File: src/rtl/adcr_pkg.sv
/*
 package for the converter control block: register offsets, field positions, reset values, timing.
 assumes a plain 8-bit register port with read data one cycle after the read strobe.
*/
package adcr_pkg;
    // register offsets (byte index on the local port)
    localparam logic [2:0] OFS_CONV_CTRL = 3'h0;   // converter_control
    localparam logic [2:0] OFS_STAT_CTRL = 3'h1;   // conversion_status_control
    localparam logic [2:0] OFS_RES_HIGH = 3'h2;    // result_high_byte
    localparam logic [2:0] OFS_RES_LOW = 3'h3;     // result_low_byte
    // converter_control fields
    localparam int POS_POWER_ON = 7;
    localparam int POS_JUSTIFY_RIGHT = 6;
    localparam int POS_EIGHT_BIT = 5;
    localparam int POS_SIGNED = 4;
    localparam int POS_PRESCALE = 0;
    // conversion_status_control fields
    localparam int POS_DONE_FLAG = 7;
    localparam int POS_IRQ_ENABLE = 6;
    localparam int POS_CONTINUOUS = 5;
    localparam int POS_CHANNEL = 0;
    // reset values
    localparam logic [7:0] RST_CONV_CTRL = 8'h00;
    localparam logic [7:0] RST_STAT_CTRL = 8'h1f;  // channel lower_reference, idle
    localparam logic [9:0] RST_RESULT = 10'h000;
    // channel codes
    localparam logic [4:0] CH_LAST_INPUT = 5'h07;
    localparam logic [4:0] CH_UPPER_REF = 5'h1e;
    // analog core latency in conversion clock cycles
    localparam int CONV_CYCLES = 14;
    // core clock period, for reference
    localparam int CORE_CLK_NS = 5;

    // register port request
    typedef struct packed {
        logic [2:0] addr;   // register offset
        logic [7:0] wdata;  // write data
        logic wr;           // write strobe
        logic rd;           // read strobe
    } adcr_req_s;

    // analog sample request towards the core
    typedef struct packed {
        logic [2:0] input_sel;   // multiplexer input
        logic use_upper_ref;     // convert upper_reference
        logic use_lower_ref;     // convert lower_reference
    } adcr_sel_s;
endpackage

File: src/rtl/adcr_prescaler.sv
/*
 conversion clock prescaler: emits one tick every (prescale_select+1)*2 core clocks.
 assumes prescale_select is stable while running; restart reloads the count.
*/
`timescale 1ns/1ps
`default_nettype none
module adcr_prescaler #(
    parameter int SEL_W = 4  // prescale select width
) (
    input wire logic core_clk,          // bus clock
    input wire logic sys_rst,           // synchronous reset, high
    input wire logic restart,           // reload count, no tick
    input wire logic run,               // count while high
    input wire logic [SEL_W-1:0] sel,   // prescale select
    output logic tick                   // one-cycle conversion clock edge
);
    import adcr_pkg::*;
    logic [SEL_W:0] cnt_q, cnt_d;  // cycles left until tick
    logic [SEL_W:0] reload;        // divisor minus one
    // divisor = (sel+1)*2, so reload is 2*sel+1
    assign reload = {sel, 1'b1}; // RULE_01
    // next count and tick
    always_comb begin
        cnt_d = cnt_q;
        tick = 1'b0;
        if (restart || !run) begin
            cnt_d = reload;  // hold at full period
        end else if (cnt_q == '0) begin
            tick = 1'b1;     // RULE_01
            cnt_d = reload;
        end else begin
            cnt_d = cnt_q - 1'b1;
        end
    end
    // count register
    always_ff @(posedge core_clk) begin
        if (sys_rst) begin
            cnt_q <= '0;
        end else begin
            cnt_q <= cnt_d;
        end
    end
endmodule // adcr_prescaler
`default_nettype wire

File: src/rtl/adcr_top.sv
/*
 converter control and result registers: prescaler, status/control, channel select, result format.
 assumes an analog core that samples the selected input while sample_en is high and presents a
 10-bit code on core_code from a pin domain; code is synchronised before use.
*/
// Implementation choices: the register addresses and strobed register access.
// Function
// RULE_01: conversion clock is bus over (sel+1)*2
// RULE_02: software keeps conversion clock 500k to 2M; divisors 2 to 32 at 200 MHz give only 6.25 to 100 MHz
// RULE_03: status write clears flag, restarts conversion
// RULE_04: done flag bit 7, read-only, sets on finish
// RULE_05: result byte read clears done flag
// RULE_06: enabled interrupt pends while done flag set
// RULE_07: results loaded before flag and interrupt
// RULE_08: system reset clears pending interrupt
// RULE_09: without enable software polls done flag
// RULE_10: continuous mode converts repeatedly, updates results
// RULE_11: single mode converts once per status write
// RULE_12: channel codes 00-07 pick inputs zero-seven
// RULE_13: 08-1d and 1f low ref, 1e high
// RULE_14: left justify: bits 9-2 high, 1-0 low[7:6]
// RULE_15: right justify: bits 9-8 high[1:0], 7-0 low
// RULE_16: eight-bit result in high, low reads zero
// RULE_17: unused ten-bit result bits read zero
// RULE_18: result registers are read-only
// RULE_19: control write aborts, starts nothing
// RULE_20: power-off aborts, enters low power
// RULE_21: bit 5 eight-bit, bit 6 right justify
// RULE_22: signed left justify inverts result msb
// RULE_23: core returns code after fixed cycles
// RULE_24: abort keeps flag and results unchanged
`timescale 1ns/1ps
`default_nettype none
module adcr_top #(
    parameter int CONV_LEN = adcr_pkg::CONV_CYCLES  // conversion clocks per conversion
) (
    input wire logic core_clk,                 // bus clock, 200 MHz
    input wire logic sys_rst,                  // synchronous reset, high
    input wire adcr_pkg::adcr_req_s regReq,    // register port request
    output logic [7:0] regRdata,               // read data, cycle after read strobe
    input wire logic [9:0] coreCode,           // analog core code, asynchronous
    output adcr_pkg::adcr_sel_s coreSel,       // selected analog source
    output logic samplePowerOn,                // analog core powered
    output logic sampleEn,                     // conversion in progress
    output logic doneIrq                       // interrupt request, level
);
    import adcr_pkg::*;

    // conversion states, gray along idle->convert->load
    typedef enum logic [1:0] {
        ST_IDLE = 2'b00,
        ST_CONV = 2'b01,
        ST_LOAD = 2'b11
    } adcr_state_e;

    localparam int CNT_W = $clog2(CONV_LEN + 1);  // conversion clock counter width

    // register state
    logic [7:0] convCtrl_q, convCtrl_d;     // converter_control
    logic doneFlag_q, doneFlag_d;           // conversion_done_flag
    logic irqEnable_q, irqEnable_d;         // done_irq_enable
    logic continuous_q, continuous_d;       // continuous_mode
    logic [4:0] channel_q, channel_d;       // channel_select
    logic [7:0] resHigh_q, resHigh_d;       // result_high_byte
    logic [7:0] resLow_q, resLow_d;         // result_low_byte
    logic [7:0] rdata_q, rdata_d;           // registered read data
    // sequencer state
    adcr_state_e state_q, state_d;          // conversion state
    logic [CNT_W-1:0] cnt_q, cnt_d;         // conversion clocks left
    // synchroniser on the asynchronous core code
    logic [9:0] codeMeta_q;                 // first stage, read only by second
    logic [9:0] codeSync_q;                 // second stage
    // decoded strobes
    logic wrStat, wrCtrl, rdResult;         // register accesses
    logic powerOn;                          // converter_power_on
    logic convTick;                         // conversion clock edge
    logic startConv;                        // start a new conversion
    logic abortConv;                        // abort without restart
    logic finish;                           // conversion finished this cycle
    logic [7:0] fmtHigh, fmtLow;            // formatted result bytes

    // register port decode
    assign wrStat = regReq.wr && (regReq.addr == OFS_STAT_CTRL);
    assign wrCtrl = regReq.wr && (regReq.addr == OFS_CONV_CTRL);
    assign rdResult = regReq.rd && ((regReq.addr == OFS_RES_HIGH) || (regReq.addr == OFS_RES_LOW)); // RULE_05
    assign powerOn = convCtrl_q[POS_POWER_ON];
    assign startConv = wrStat && powerOn; // RULE_03
    assign abortConv = wrCtrl || !powerOn; // RULE_19 RULE_20

    // conversion clock prescaler
    adcr_prescaler #(
        .SEL_W(4)
    ) uPrescaler (
        .core_clk(core_clk),
        .sys_rst(sys_rst),
        .restart(startConv),
        .run(state_q == ST_CONV),
        .sel(convCtrl_q[POS_PRESCALE +: 4]),
        .tick(convTick)
    );

    // result formatting from resolution, justification and sign
    function automatic logic [15:0] fmtResult(input logic [9:0] code, input logic [7:0] ctrl);
        logic [9:0] val;
        logic [15:0] res;
        val = code;
        res = 16'h0000;
        // sign is honoured only with justify_right clear, in either resolution
        if (ctrl[POS_SIGNED] && !ctrl[POS_JUSTIFY_RIGHT]) begin
            val[9] = ~code[9];  // RULE_22
        end
        if (ctrl[POS_EIGHT_BIT]) begin
            res = {val[9:2], 8'h00};  // RULE_16 RULE_21
        end else if (ctrl[POS_JUSTIFY_RIGHT]) begin
            res = {6'h00, val[9:8], val[7:0]};  // RULE_15 RULE_17 RULE_21
        end else begin
            res = {val[9:2], val[1:0], 6'h00};  // RULE_14 RULE_17
        end
        return res;
    endfunction

    assign {fmtHigh, fmtLow} = fmtResult(codeSync_q, convCtrl_q);

    // conversion sequencer next state
    always_comb begin
        state_d = state_q;
        cnt_d = cnt_q;
        finish = 1'b0;
        case (state_q)
            ST_IDLE: begin
                // wait for a status write
            end
            ST_CONV: begin
                if (convTick) begin
                    if (cnt_q == CNT_W'(1)) begin
                        state_d = ST_LOAD;  // RULE_23
                    end else begin
                        cnt_d = cnt_q - 1'b1;
                    end
                end
            end
            ST_LOAD: begin
                finish = 1'b1;  // code is stable in synchroniser
                if (continuous_q) begin
                    state_d = ST_CONV;  // RULE_10
                    cnt_d = CNT_W'(CONV_LEN);
                end else begin
                    state_d = ST_IDLE;  // RULE_11
                end
            end
            default: begin
                state_d = ST_IDLE;
            end
        endcase
        if (abortConv) begin
            state_d = ST_IDLE;  // RULE_19 RULE_20 RULE_24
            finish = 1'b0;
        end
        if (startConv) begin
            state_d = ST_CONV;  // RULE_03 RULE_11
            cnt_d = CNT_W'(CONV_LEN);
            finish = 1'b0;
        end
    end

    // sequencer registers
    always_ff @(posedge core_clk) begin
        if (sys_rst) begin
            state_q <= ST_IDLE;
            cnt_q <= '0;
        end else begin
            state_q <= state_d;
            cnt_q <= cnt_d;
        end
    end

    // register file next values
    always_comb begin
        convCtrl_d = convCtrl_q;
        irqEnable_d = irqEnable_q;
        continuous_d = continuous_q;
        channel_d = channel_q;
        resHigh_d = resHigh_q;
        resLow_d = resLow_q;
        doneFlag_d = doneFlag_q;
        rdata_d = 8'h00;
        if (wrCtrl) begin
            convCtrl_d = regReq.wdata;
        end
        if (wrStat) begin
            irqEnable_d = regReq.wdata[POS_IRQ_ENABLE];
            continuous_d = regReq.wdata[POS_CONTINUOUS];
            channel_d = regReq.wdata[POS_CHANNEL +: 5];
        end
        // clears first, so a conversion finishing in the same cycle as a result read wins
        if (wrStat || rdResult) begin
            doneFlag_d = 1'b0;  // RULE_03 RULE_05
        end
        if (finish) begin
            resHigh_d = fmtHigh;  // RULE_07 RULE_10
            resLow_d = fmtLow;
            doneFlag_d = 1'b1;  // RULE_04
        end
        // result registers ignore writes
        if (regReq.rd) begin
            case (regReq.addr)
                OFS_CONV_CTRL: rdata_d = convCtrl_q;
                OFS_STAT_CTRL: rdata_d = {doneFlag_q, irqEnable_q, continuous_q, channel_q};  // RULE_04
                OFS_RES_HIGH: rdata_d = resHigh_q;  // RULE_18
                OFS_RES_LOW: rdata_d = resLow_q;  // RULE_18
                default: rdata_d = 8'h00;  // unmapped reads zero
            endcase
        end
    end

    // register file flops
    always_ff @(posedge core_clk) begin
        if (sys_rst) begin
            convCtrl_q <= RST_CONV_CTRL;
            doneFlag_q <= RST_STAT_CTRL[POS_DONE_FLAG];  // RULE_08
            irqEnable_q <= RST_STAT_CTRL[POS_IRQ_ENABLE];
            continuous_q <= RST_STAT_CTRL[POS_CONTINUOUS];
            channel_q <= RST_STAT_CTRL[POS_CHANNEL +: 5];
            resHigh_q <= RST_RESULT[9:2];
            resLow_q <= 8'h00;
            rdata_q <= 8'h00;
        end else begin
            convCtrl_q <= convCtrl_d;
            doneFlag_q <= doneFlag_d;
            irqEnable_q <= irqEnable_d;
            continuous_q <= continuous_d;
            channel_q <= channel_d;
            resHigh_q <= resHigh_d;
            resLow_q <= resLow_d;
            rdata_q <= rdata_d;
        end
    end

    // two-stage synchroniser on core code
    always_ff @(posedge core_clk) begin
        if (sys_rst) begin
            codeMeta_q <= 10'h000;
            codeSync_q <= 10'h000;
        end else begin
            codeMeta_q <= coreCode;
            codeSync_q <= codeMeta_q;
        end
    end

    // channel decode towards the analog multiplexer
    always_comb begin
        coreSel.input_sel = channel_q[2:0];
        coreSel.use_upper_ref = 1'b0;
        coreSel.use_lower_ref = 1'b0;
        if (channel_q == CH_UPPER_REF) begin
            coreSel.use_upper_ref = 1'b1;  // RULE_13
        end else if (channel_q > CH_LAST_INPUT) begin
            coreSel.use_lower_ref = 1'b1;  // RULE_13
        end
        if (coreSel.use_upper_ref || coreSel.use_lower_ref) begin
            coreSel.input_sel = 3'h0;
        end  // RULE_12
    end

    assign regRdata = rdata_q;
    assign samplePowerOn = powerOn;  // RULE_20
    assign sampleEn = (state_q == ST_CONV);
    assign doneIrq = doneFlag_q && irqEnable_q;  // RULE_06
endmodule // adcr_top
`default_nettype wire

File: config.mk
export PLATFORM = sky130hd
export DESIGN_NAME = adcr_top
export DESIGN_NICKNAME = d
export VERILOG_FILES = /design/src/rtl/adcr_pkg.sv /design/src/rtl/adcr_prescaler.sv /design/src/rtl/adcr_top.sv
export SDC_FILE = /design/constraint.sdc
export NUM_CORES = 1
export LEC_CHECK = 0
export ABC_AREA = 1
export ABC_CLOCK_PERIOD_IN_PS = 1400
export BUFFER_PORTS_ARGS = -buffer_cell sky130_fd_sc_hd__buf_4
export CAP_MARGIN = 25
export CORE_UTILIZATION = 35
export DETAILED_ROUTE_END_ITERATION = 7
export GPL_TIMING_DRIVEN = 0
export PLACE_DENSITY_LB_ADDON = 0.15
export SLEW_MARGIN = 20
export SYNTH_ARGS = -nofsm -noshare
export SYNTH_HDL_FRONTEND = slang
export SYNTH_SLANG_ARGS = --single-unit
File: constraint.sdc
create_clock -name core_clk -period 1.4 [get_ports core_clk]
set_input_delay 0.28 -clock core_clk [delete_from_list [all_inputs] [get_ports core_clk]]
set_output_delay 0.28 -clock core_clk [all_outputs]
set_load 0.1 [all_outputs]
==> results of run 1 <==
==> critical path, cell delays in order (launching register included) <==
cell,delay [ps]
dfxtp_4,380
nand3_4,80
nor3_4,220
nor2_4,60
buf_12,170
==> final timing paths <==
check / from / end / slack, ps / depth (start not counted)
hold / removal: coreCode[9] / codeMeta_q[9] / 140 / 3
setup reg to reg: state_q[1] / resHigh_q[2] / 90 / 6
setup / recovery: channel_q[4] / coreSel[0] / -120 / 4
hold reg to reg: codeMeta_q[8] / codeSync_q[8] / 400 / 2
==> cell usage in the layout, fill, tap and decap left out, types with 2 or more instances in the layout <==
cell,Yosys,final
nand3_1,12,10
inv_2,3,7
nand3_2,3,3
dfxtp_2,0,3
o22ai_1,16,16
buf_2,3,2
xor2_1,2,2
ha_1,3,2
nor3_4,1,2
o21ai_1,5,6
dfxtp_1,71,65
clkbuf_1,3,4
o211ai_1,5,5
nand2_2,1,2
nand2_1,70,68
nor2_4,1,8
buf_6,2,3
buf_1,3,3
nand3_4,0,3
inv_1,68,63
nor2_1,88,82
buf_12,0,6
dfxtp_4,0,3
nor3_1,3,2
nand4_1,6,6
o21ai_0,15,13
a21oi_1,20,20
nand3b_1,2,2
buf_4,0,43
clkbuf_8,0,11
==> power by group <==
group	internal, mW	switching [mW]
logic	0.127	0.212
registers	2.06	0.0233
clock network	0.908	0.727
total	3.10	0.962
==> cell type report <==
cell class / instances / area, um2
Clock buffer: 12 / 155.1
Clock inverter: 3 / 42.54
Multi-Input combinational cell: 256 / 1310
Tap cell: 105 / 131.4
Fill cell: 866 / 4318
Sequential cell: 71 / 1436
Buffer: 11 / 62.56
Timing Repair Buffer: 49 / 446.7
Inverter: 72 / 272.8
==> sequential cells by signal (all words and copies together) (netlist names), 5 cells and up <==
signal and cells:
channel_q 5, codeMeta_q 10, codeSync_q 10, convCtrl_q 8, regRdata 8, resHigh_q 8, resLow_q 8, uPrescaler.cnt_q 5
==> cell families after synthesis <==
| family | Yosys count | share of synthesized area, % |
|---|---|---|
| AO/OA/AOI/OAI | 61 | 11.48 |
| XOR/XNOR | 2 | 0.5956 |
| adder cells (fa/ha/maj) | 3 | 1.276 |
| buffers and inverters | 83 | 11.23 |
| flip-flops | 71 | 48.32 |
| AND/OR/NAND/NOR | 189 | 27.10 |
==> layer usage <==
metal  routed length [um]  share of wire, %  vias up  track usage [%]
met1                 3225                48     1158            21.49
met2                 3103                46       55            26.53
met4                   83               1.2        0            6.154
met5                    0                 0        -                0
li1                     -                 -     1395                -
met3                  298               4.4        7            4.450
==> through the flow <==
stage / instance area, um2 / utilization (%) / std cells / hold WS [ps]
after floorplan: 3017 / - / 409 / 387.0
after global placement: 3441 / 42.09 / 553 / 394.3
after detailed placement: 3441 / 42.09 / 553 / 393.6
after CTS: 3771 / 46.13 / 571 / 125.6
after global routing: 3857 / 47.18 / 579 / 128.9
final: 3857 / 47.18 / 579 / 137.8
==> what timing repair did <==
action	in CTS	in global routing
cloned	0	1
buffers inserted	3	7
endpoints found under the setup margin	21	22
resized for setup	29	10
pin swaps	6	4
==> run metrics, run 1 <==
first drt pass iteration count=4; Static Leak=approximately 1.7 nW; CTS Sinks=71; Gate Count Post-Synth=409; layout cells sized above 1=21.94%; GR Util All Layers=between 15 and 20%; yosys warns=0; Max-cap violations=0; Mean Syn Cell Area=7.192 um2; Synth Flop Type=dfxtp_1; PortBufs=39; nets=about 500; site row count=33; clock tree buffer depth=2; maximum fanout along the worst path=3; PD cells=between 1000 and 1500 mW/mm2; Tmin final=1515 ps; DIE HEIGHT=roughly 94 um; final setup fails=5; CTS tree=done; area added between synthesis and finish=31.14%; Tot Pwr=just over 4 mW; Async SR Flop Fraction=0%; worst hold path class=in2reg; Clock Latency Late Sink=340 ps; final worst setup slack=-115.4 ps; Synth top cells by count=nor2_1 (88), dfxtp_1 (71), nand2_1 (70); startpoint class of the critical path=register; Slew HR=60.79%; Post-synth EDFFs=0; synthesized area=0.002942 mm2; first-pass GRT wire length=11,120 um; IO Pins=41; failing checks=negative setup slack; Final period util=108.2%; max-slew violation count=0; DIE AREA=0.008775 mm2; via count=roughly 2,600; CP Class=reg2out; clock skew=7.266 ps; Die Wd=93.68 um; core area=0.008175 mm2; Critical Path RT=approximately 1100 ps; count leader, synth=nor2_1; TritonCTS Buffers=9; total gr overflow=0; WP data arrival=1240 ps; Via density=between 4 and 5; DR iter-0 viols=87; drt wl/cell=11.59 um; pin count of the biggest net entering global routing=12; GP Congestion=0.7823; post-synth top area share=between 40 and 50%; initial antenna violation count=0; Seq/Total Area, Yosys=48.32%; Netlist cell types=26; maximum vdd drop=0.0005793 V; DRC violations left=0; Routed WL=~6700 um; Syn Nets=437; Sum Neg Setup Slack=-447.4 ps; vias in the first global route=~2,300; post-synthesis register bit count=71; Area contributors post-synth=dfxtp_1 (48%), nor2_1 (11%), nand2_1 (8.9%), inv_1 (8.7%), a21oi_1 (3.4%); CTS Hold Buffers Added=0; cell taking the most area after synthesis=dfxtp_1; setup repair after global routing missed its margin=true; pre-CTS setup slack=-165.8 ps; clock-pin transition on the worst setup and hold timing paths=70 ps; CTS Root Cell=clkbuf_8; Final ANT Viol Nets=0; hpwl dp=5038 um; status=complete, but fails checks; final hold violation count=0; Ant. Diodes=0; endpoint type of the worst setup path=output pin; slew at the pin closest to its max-slew limit=a little under 600 ps; initial cell density of the core=roughly 36%; max frequency=659.9 MHz; H-tree depth=3
No activity file was read; power rests on OpenSTA's default activity.
==> inputs of run 2 (changes only) <==
Settings changed: CORE_ASPECT_RATIO from default to 0.6.
==> run metrics, run 2 (synthesis results as in run 1) <==
status=complete, but fails checks; failing checks=negative setup slack; drt wl/cell=13.08 um; Routed WL=7627 um; CTS Root Cell=clkbuf_16; nets=498; maximum fanout along the worst path=3; maximum vdd drop=0.0008498 V; core area=0.008008 mm2; site row count=25; Slew HR=a little under three fifths; Finished Core Util=49.86%; Crit-path slowest cell=dfxtp_4; max frequency=659.8 MHz; CP peak stage delay=between 300 and 400 ps; slew at the pin closest to its max-slew limit=640.1 ps; clock skew=5.589 ps; Via density=4.600; worst hold path class=in2reg; H-tree depth=3; final hold violation count=0; WP data arrival=1240 ps; DRC violations left=0; Static Leak=1.727 nW; Largest regs=codeMeta_q: 10 flops, codeSync_q: 10 flops; DIE AREA=0.008787 mm2; DR iter-0 viols=roughly 200; clock tree buffer depth=2; initial antenna violation count=0; Final ANT Viol Nets=0; first-pass GRT wire length=12,130 um; CTS Sinks=71; vias in the first global route=2,432; CTS tree=done; GR Util All Layers=18.77%; IO Pins=41; most frequent cells in the layout=nor2_1 (83), nand2_1 (68), dfxtp_1 (65), inv_1 (62), buf_4 (42); Final period util=108.3%; TritonCTS Buffers=9; endpoint type of the worst setup path=output pin; Critical Path RT=1120 ps; Clock Latency Late Sink=340 ps; CP Cell Sequence=nand3_4, nor3_4, nor2_4, buf_12; commonest non-fill, non-tap cell in the layout=nor2_1; first drt pass iteration count=4; GP Congestion=0.8182; setup repair after global routing missed its margin=true; area added between synthesis and finish=35.73%; initial cell density of the core=36.73%; final worst setup slack=-115.6 ps; max-slew violation count=0; clock-pin transition on the worst setup and hold timing paths=50 ps; layout cells sized above 1=21.47%; PortBufs=39; Final Instance Area=around 0.0040 mm2; via count=2,682; R2R setup slack=100 ps; startpoint class of the critical path=register; pin count of the biggest net entering global routing=12; Ant. Diodes=0; DIE HEIGHT=73.01 um; hpwl dp=5481 um; Die Wd=roughly 120 um; dpl cell area=0.003445 mm2; CP Class=reg2out; Tmin final=1516 ps; PD cells=1243 mW/mm2; Max-cap violations=0; final setup fails=5; pre-CTS setup slack=-189.4 ps; total gr overflow=0
run 2: worst paths after layout:
check | from | endpoint | depth (start not counted)
setup / recovery | channel_q[3] | coreSel[0] | 4
hold / removal | coreCode[6] | codeMeta_q[6] | 3
setup reg to reg | uPrescaler.cnt_q[0] | cnt_q[1] | 8
hold reg to reg | codeMeta_q[4] | codeSync_q[4] | 2
run 2: routing by layer:
metal  vias up  track usage, %  share of wire [%]
li1       1407               -                  -
met1      1197           26.37                 52
met2        70           26.25                 40
met3         8           6.172                7.1
met4         0           7.682               0.83
met5         -               0                  0
run 2: final cells by class:
type	instances	area [um2]
Tap cell	108	135.1
Multi-Input combinational cell	256	1306
Clock inverter	2	60.06
Timing Repair Buffer	49	444.2
Sequential cell	71	1436
Clock buffer	14	275.3
Fill cell	814	4015
Inverter	72	272.8
Buffer	11	62.56
run 2: where the power goes:
part	leakage, nW	internal (mW)	switching, mW	total [mW]
Combinational	0.985	0.123	0.218	0.341
Sequential	0.579	2.07	0.0263	2.09
Clock	0.162	1.72	0.811	2.53
run 2: metrics by stage:
stage,TNS (ps),total power [mW],instances,hold WS (ps)
after floorplan,-1286,2.331,409,387.0
after global placement,-2102,2.455,556,391.9
after detailed placement,-3173,2.459,556,396.2
after CTS,-469.9,5.017,577,130.9
after global routing,-657.7,5.157,583,148.6
final,-400.1,4.964,583,139.9
run 2: what timing repair did:
action | CTS | global route
setup endpoints to repair | 22 | 27
gates resized for setup | 30 | 8
gates cloned | 0 | 2
hold buffers | 0 | 0
endpoints found under the hold margin | 0 | 0
pin swaps | 5 | 5
buffers inserted | 5 | 4
run 2: worst max-delay path: cells and delay by family, from the launching register on:
| family | cells | cell delay (ps) |
|---|---|---|
| buffers and inverters | 1 | 170 |
| AND/OR/NAND/NOR | 3 | 360 |
| flip-flops | 1 | 380 |
==> inputs of run 3 (changes only) <==
Settings changed: ABC_AREA 1 to 0.
==> run metrics, run 3 <==
GR Util All Layers=19.20%; status=complete, but fails checks; Clock Latency Late Sink=340 ps; hpwl dp=5285 um; Via density=5.071; clock tree buffer depth=2; slew at the pin closest to its max-slew limit=622.0 ps; Int Power=3.582 mW; Mean Syn Cell Area=around 9.4 um2; CP Class=reg2reg; final cell count without fillers=476; vias in the first global route=2,341; PortBufs=39; IO Pins=41; total gr overflow=0; site row count=24; Area contributors post-synth=dfxtp_1 (50%), mux4_2 (6.4%), nand2_1 (6.2%), a21oi_1 (4.9%), nor2b_1 (4.9%); Syn Nets=330; Final period util=122.0%; WP data arrival=1910 ps; XOR/XNOR share of the synthesized area=less than 1%; main combinational cell family by area after synthesis=simple AND/OR/NAND/NOR gates; most frequent cells in the layout=dfxtp_1 (62), buf_4 (49), nand2_1 (47), a21oi_1 (25), nor2b_1 (20); maximum vdd drop=0.0006362 V; R2R setup slack=-310 ps; yosys warns=0; area added between synthesis and finish=39.49%; TritonCTS Buffers=9; Synth top cells by count=dfxtp_1 (71), nand2_1 (47), a21oi_1 (28); Layout fillers=707; Tmin final=1708 ps; Clock power frac=47.2%; Max-cap violations=0; CTS Root Cell=clkbuf_16; initial antenna violation count=0; final hold violation count=0; PD cells=1170 mW/mm2; cell taking the most area after synthesis=dfxtp_1; met2 WL=3172 um; initial cell density of the core=between 30% and 40%; Slew HR=58.53%; synthesized area=0.002833 mm2; nets=396; count leader, synth=dfxtp_1; clock-pin transition on the worst setup and hold timing paths=50 ps; placed cell count=between 400 and 500; max-slew violation count=0; DR iter-0 viols=105; CTS Sinks=71; first-pass GRT wire length=11,940 um; post-synthesis register bit count=71; DIE AREA=0.008469 mm2; Seq/Total Area, Yosys=approximately 50%; Synth Area in Adders=1.325%; worst hold path class=in2reg; Post-synth EDFFs=0; clock skew=7.016 ps; max frequency=585.3 MHz; Psw=about 1.0 mW; met1 WL=3620 um; Netlist cell types=38; Comb power frac=under 10%; pin count of the biggest net entering global routing=12; Finished Core Util=52.42%; mux cell area share after synthesis=7.067%; synthesized-area fraction occupied by and/or/nand/nor cells=27.25%; Met3 Routed Length=~540 um; failing checks=negative setup slack; compound-gate portion of the synthesized area=a little under 10%; GP Congestion=0.7989; CTS Hold Buffers Added=0; final setup fails=17; Async SR Flop Fraction=0%; post-synth top area share=50.18%; Synth Flop Type=dfxtp_1; Static Leak=1.514 nW; Top Metal Used=met4; first drt pass iteration count=4; Final ANT Viol Nets=0; FF/Latch Area=0.001448 mm2; Seq pwr share=45.2%; DIE HEIGHT=71.69 um; startpoint class of the critical path=register; Ant. Diodes=0; Largest regs=codeMeta_q: 10 flops, codeSync_q: 10 flops; Critical Path RT=1600 ps; H-tree depth=3; layout cells sized above 1=33.87%; drt wl/cell=15.63 um; via count=2,414; endpoint type of the worst setup path=register; Die Wd=about 120 um; maximum fanout along the worst path=7; Gate Count Post-Synth=302; Sw Ratio=22.50%; DRC violations left=0; Routed WL=7440 um; area of the multi-input gates=approximately 0.0015 mm2; core area=0.007537 mm2; setup repair after global routing missed its margin=true; final worst setup slack=-308.5 ps; CTS tree=done; commonest non-fill, non-tap cell in the layout=dfxtp_1
-- run 3: area by class of cell --
class	count	share of cell area (%)
buffer	16	2.217
sequential	71	36.64
clock inverter	4	1.203
multi-input combinational	208	37.43
clock buffer	11	5.890
timing repair buffer	55	12.67
tap	104	3.293
inverter	7	0.6650
-- run 3: metal layers --
| metal | up-vias | global-route usage (%) |
|---|---|---|
| met2 | 70 | 28.43 |
| met4 | 0 | 7.265 |
| met5 | - | 0 |
| li1 | 1178 | - |
| met1 | 1155 | 25.80 |
| met3 | 11 | 6.688 |
-- run 3: cell families (layout without fill, tap and decap cells) --
group	count (synthesis)	after routing
mux	10	10
flops	71	71
buf+inv	23	93
xor+xnor	3	3
compound gates	46	46
fa+ha+maj	3	3
simple gates	146	146
-- run 3: worst paths after layout --
path                                       to  depth (start not counted)                 from
worst max-delay path                 cnt_q[3]                          6  uPrescaler.cnt_q[0]
worst min-delay path            codeMeta_q[7]                          2          coreCode[7]
worst max register to register       cnt_q[3]                          6  uPrescaler.cnt_q[0]
worst min register to register  codeSync_q[5]                          1        codeMeta_q[5]
-- run 3: worst max-delay path, stage by stage (launching register included) --
cell and delay, ps:
dfxtp_2 320, inv_2 60, ha_4 130, or4b_4 480, nor3b_4 310, and4_1 230, nor3_1 40
-- run 3: timing repair --
item | CTS | global route
hold endpoints to repair | 0 | 0
pin swaps | 11 | 6
setup buffers | 12 | 4
resized for setup | 52 | 16
endpoints found under the setup margin | 36 | 31
-- run 3: metrics by stage --
stage	instance area (um2)	power, mW	hold WS (ps)	TNS, ps	setup WS (ps)
after detailed placement	3308	2.447	423.8	-12090	-389.5
final	3951	4.621	153.8	-3042	-308.5
after floorplan	2885	2.324	403.0	-3381	-253.7
after global routing	3951	4.791	146.9	-4306	-448.5
after global placement	3308	2.444	422.8	-11630	-421.1
after CTS	3861	4.660	141.3	-3202	-328.1
-- run 3: power by group through the flow --
| stage | clock network [mW] | logic (mW) | registers, mW |
|---|---|---|---|
| after floorplan | 0 | 0.173 | 2.15 |
| after global placement | 0 | 0.305 | 2.14 |
| after detailed placement | 0 | 0.309 | 2.14 |
| after CTS | 2.23 | 0.340 | 2.09 |
| after global routing | 2.32 | 0.383 | 2.09 |
| final | 2.18 | 0.353 | 2.09 |
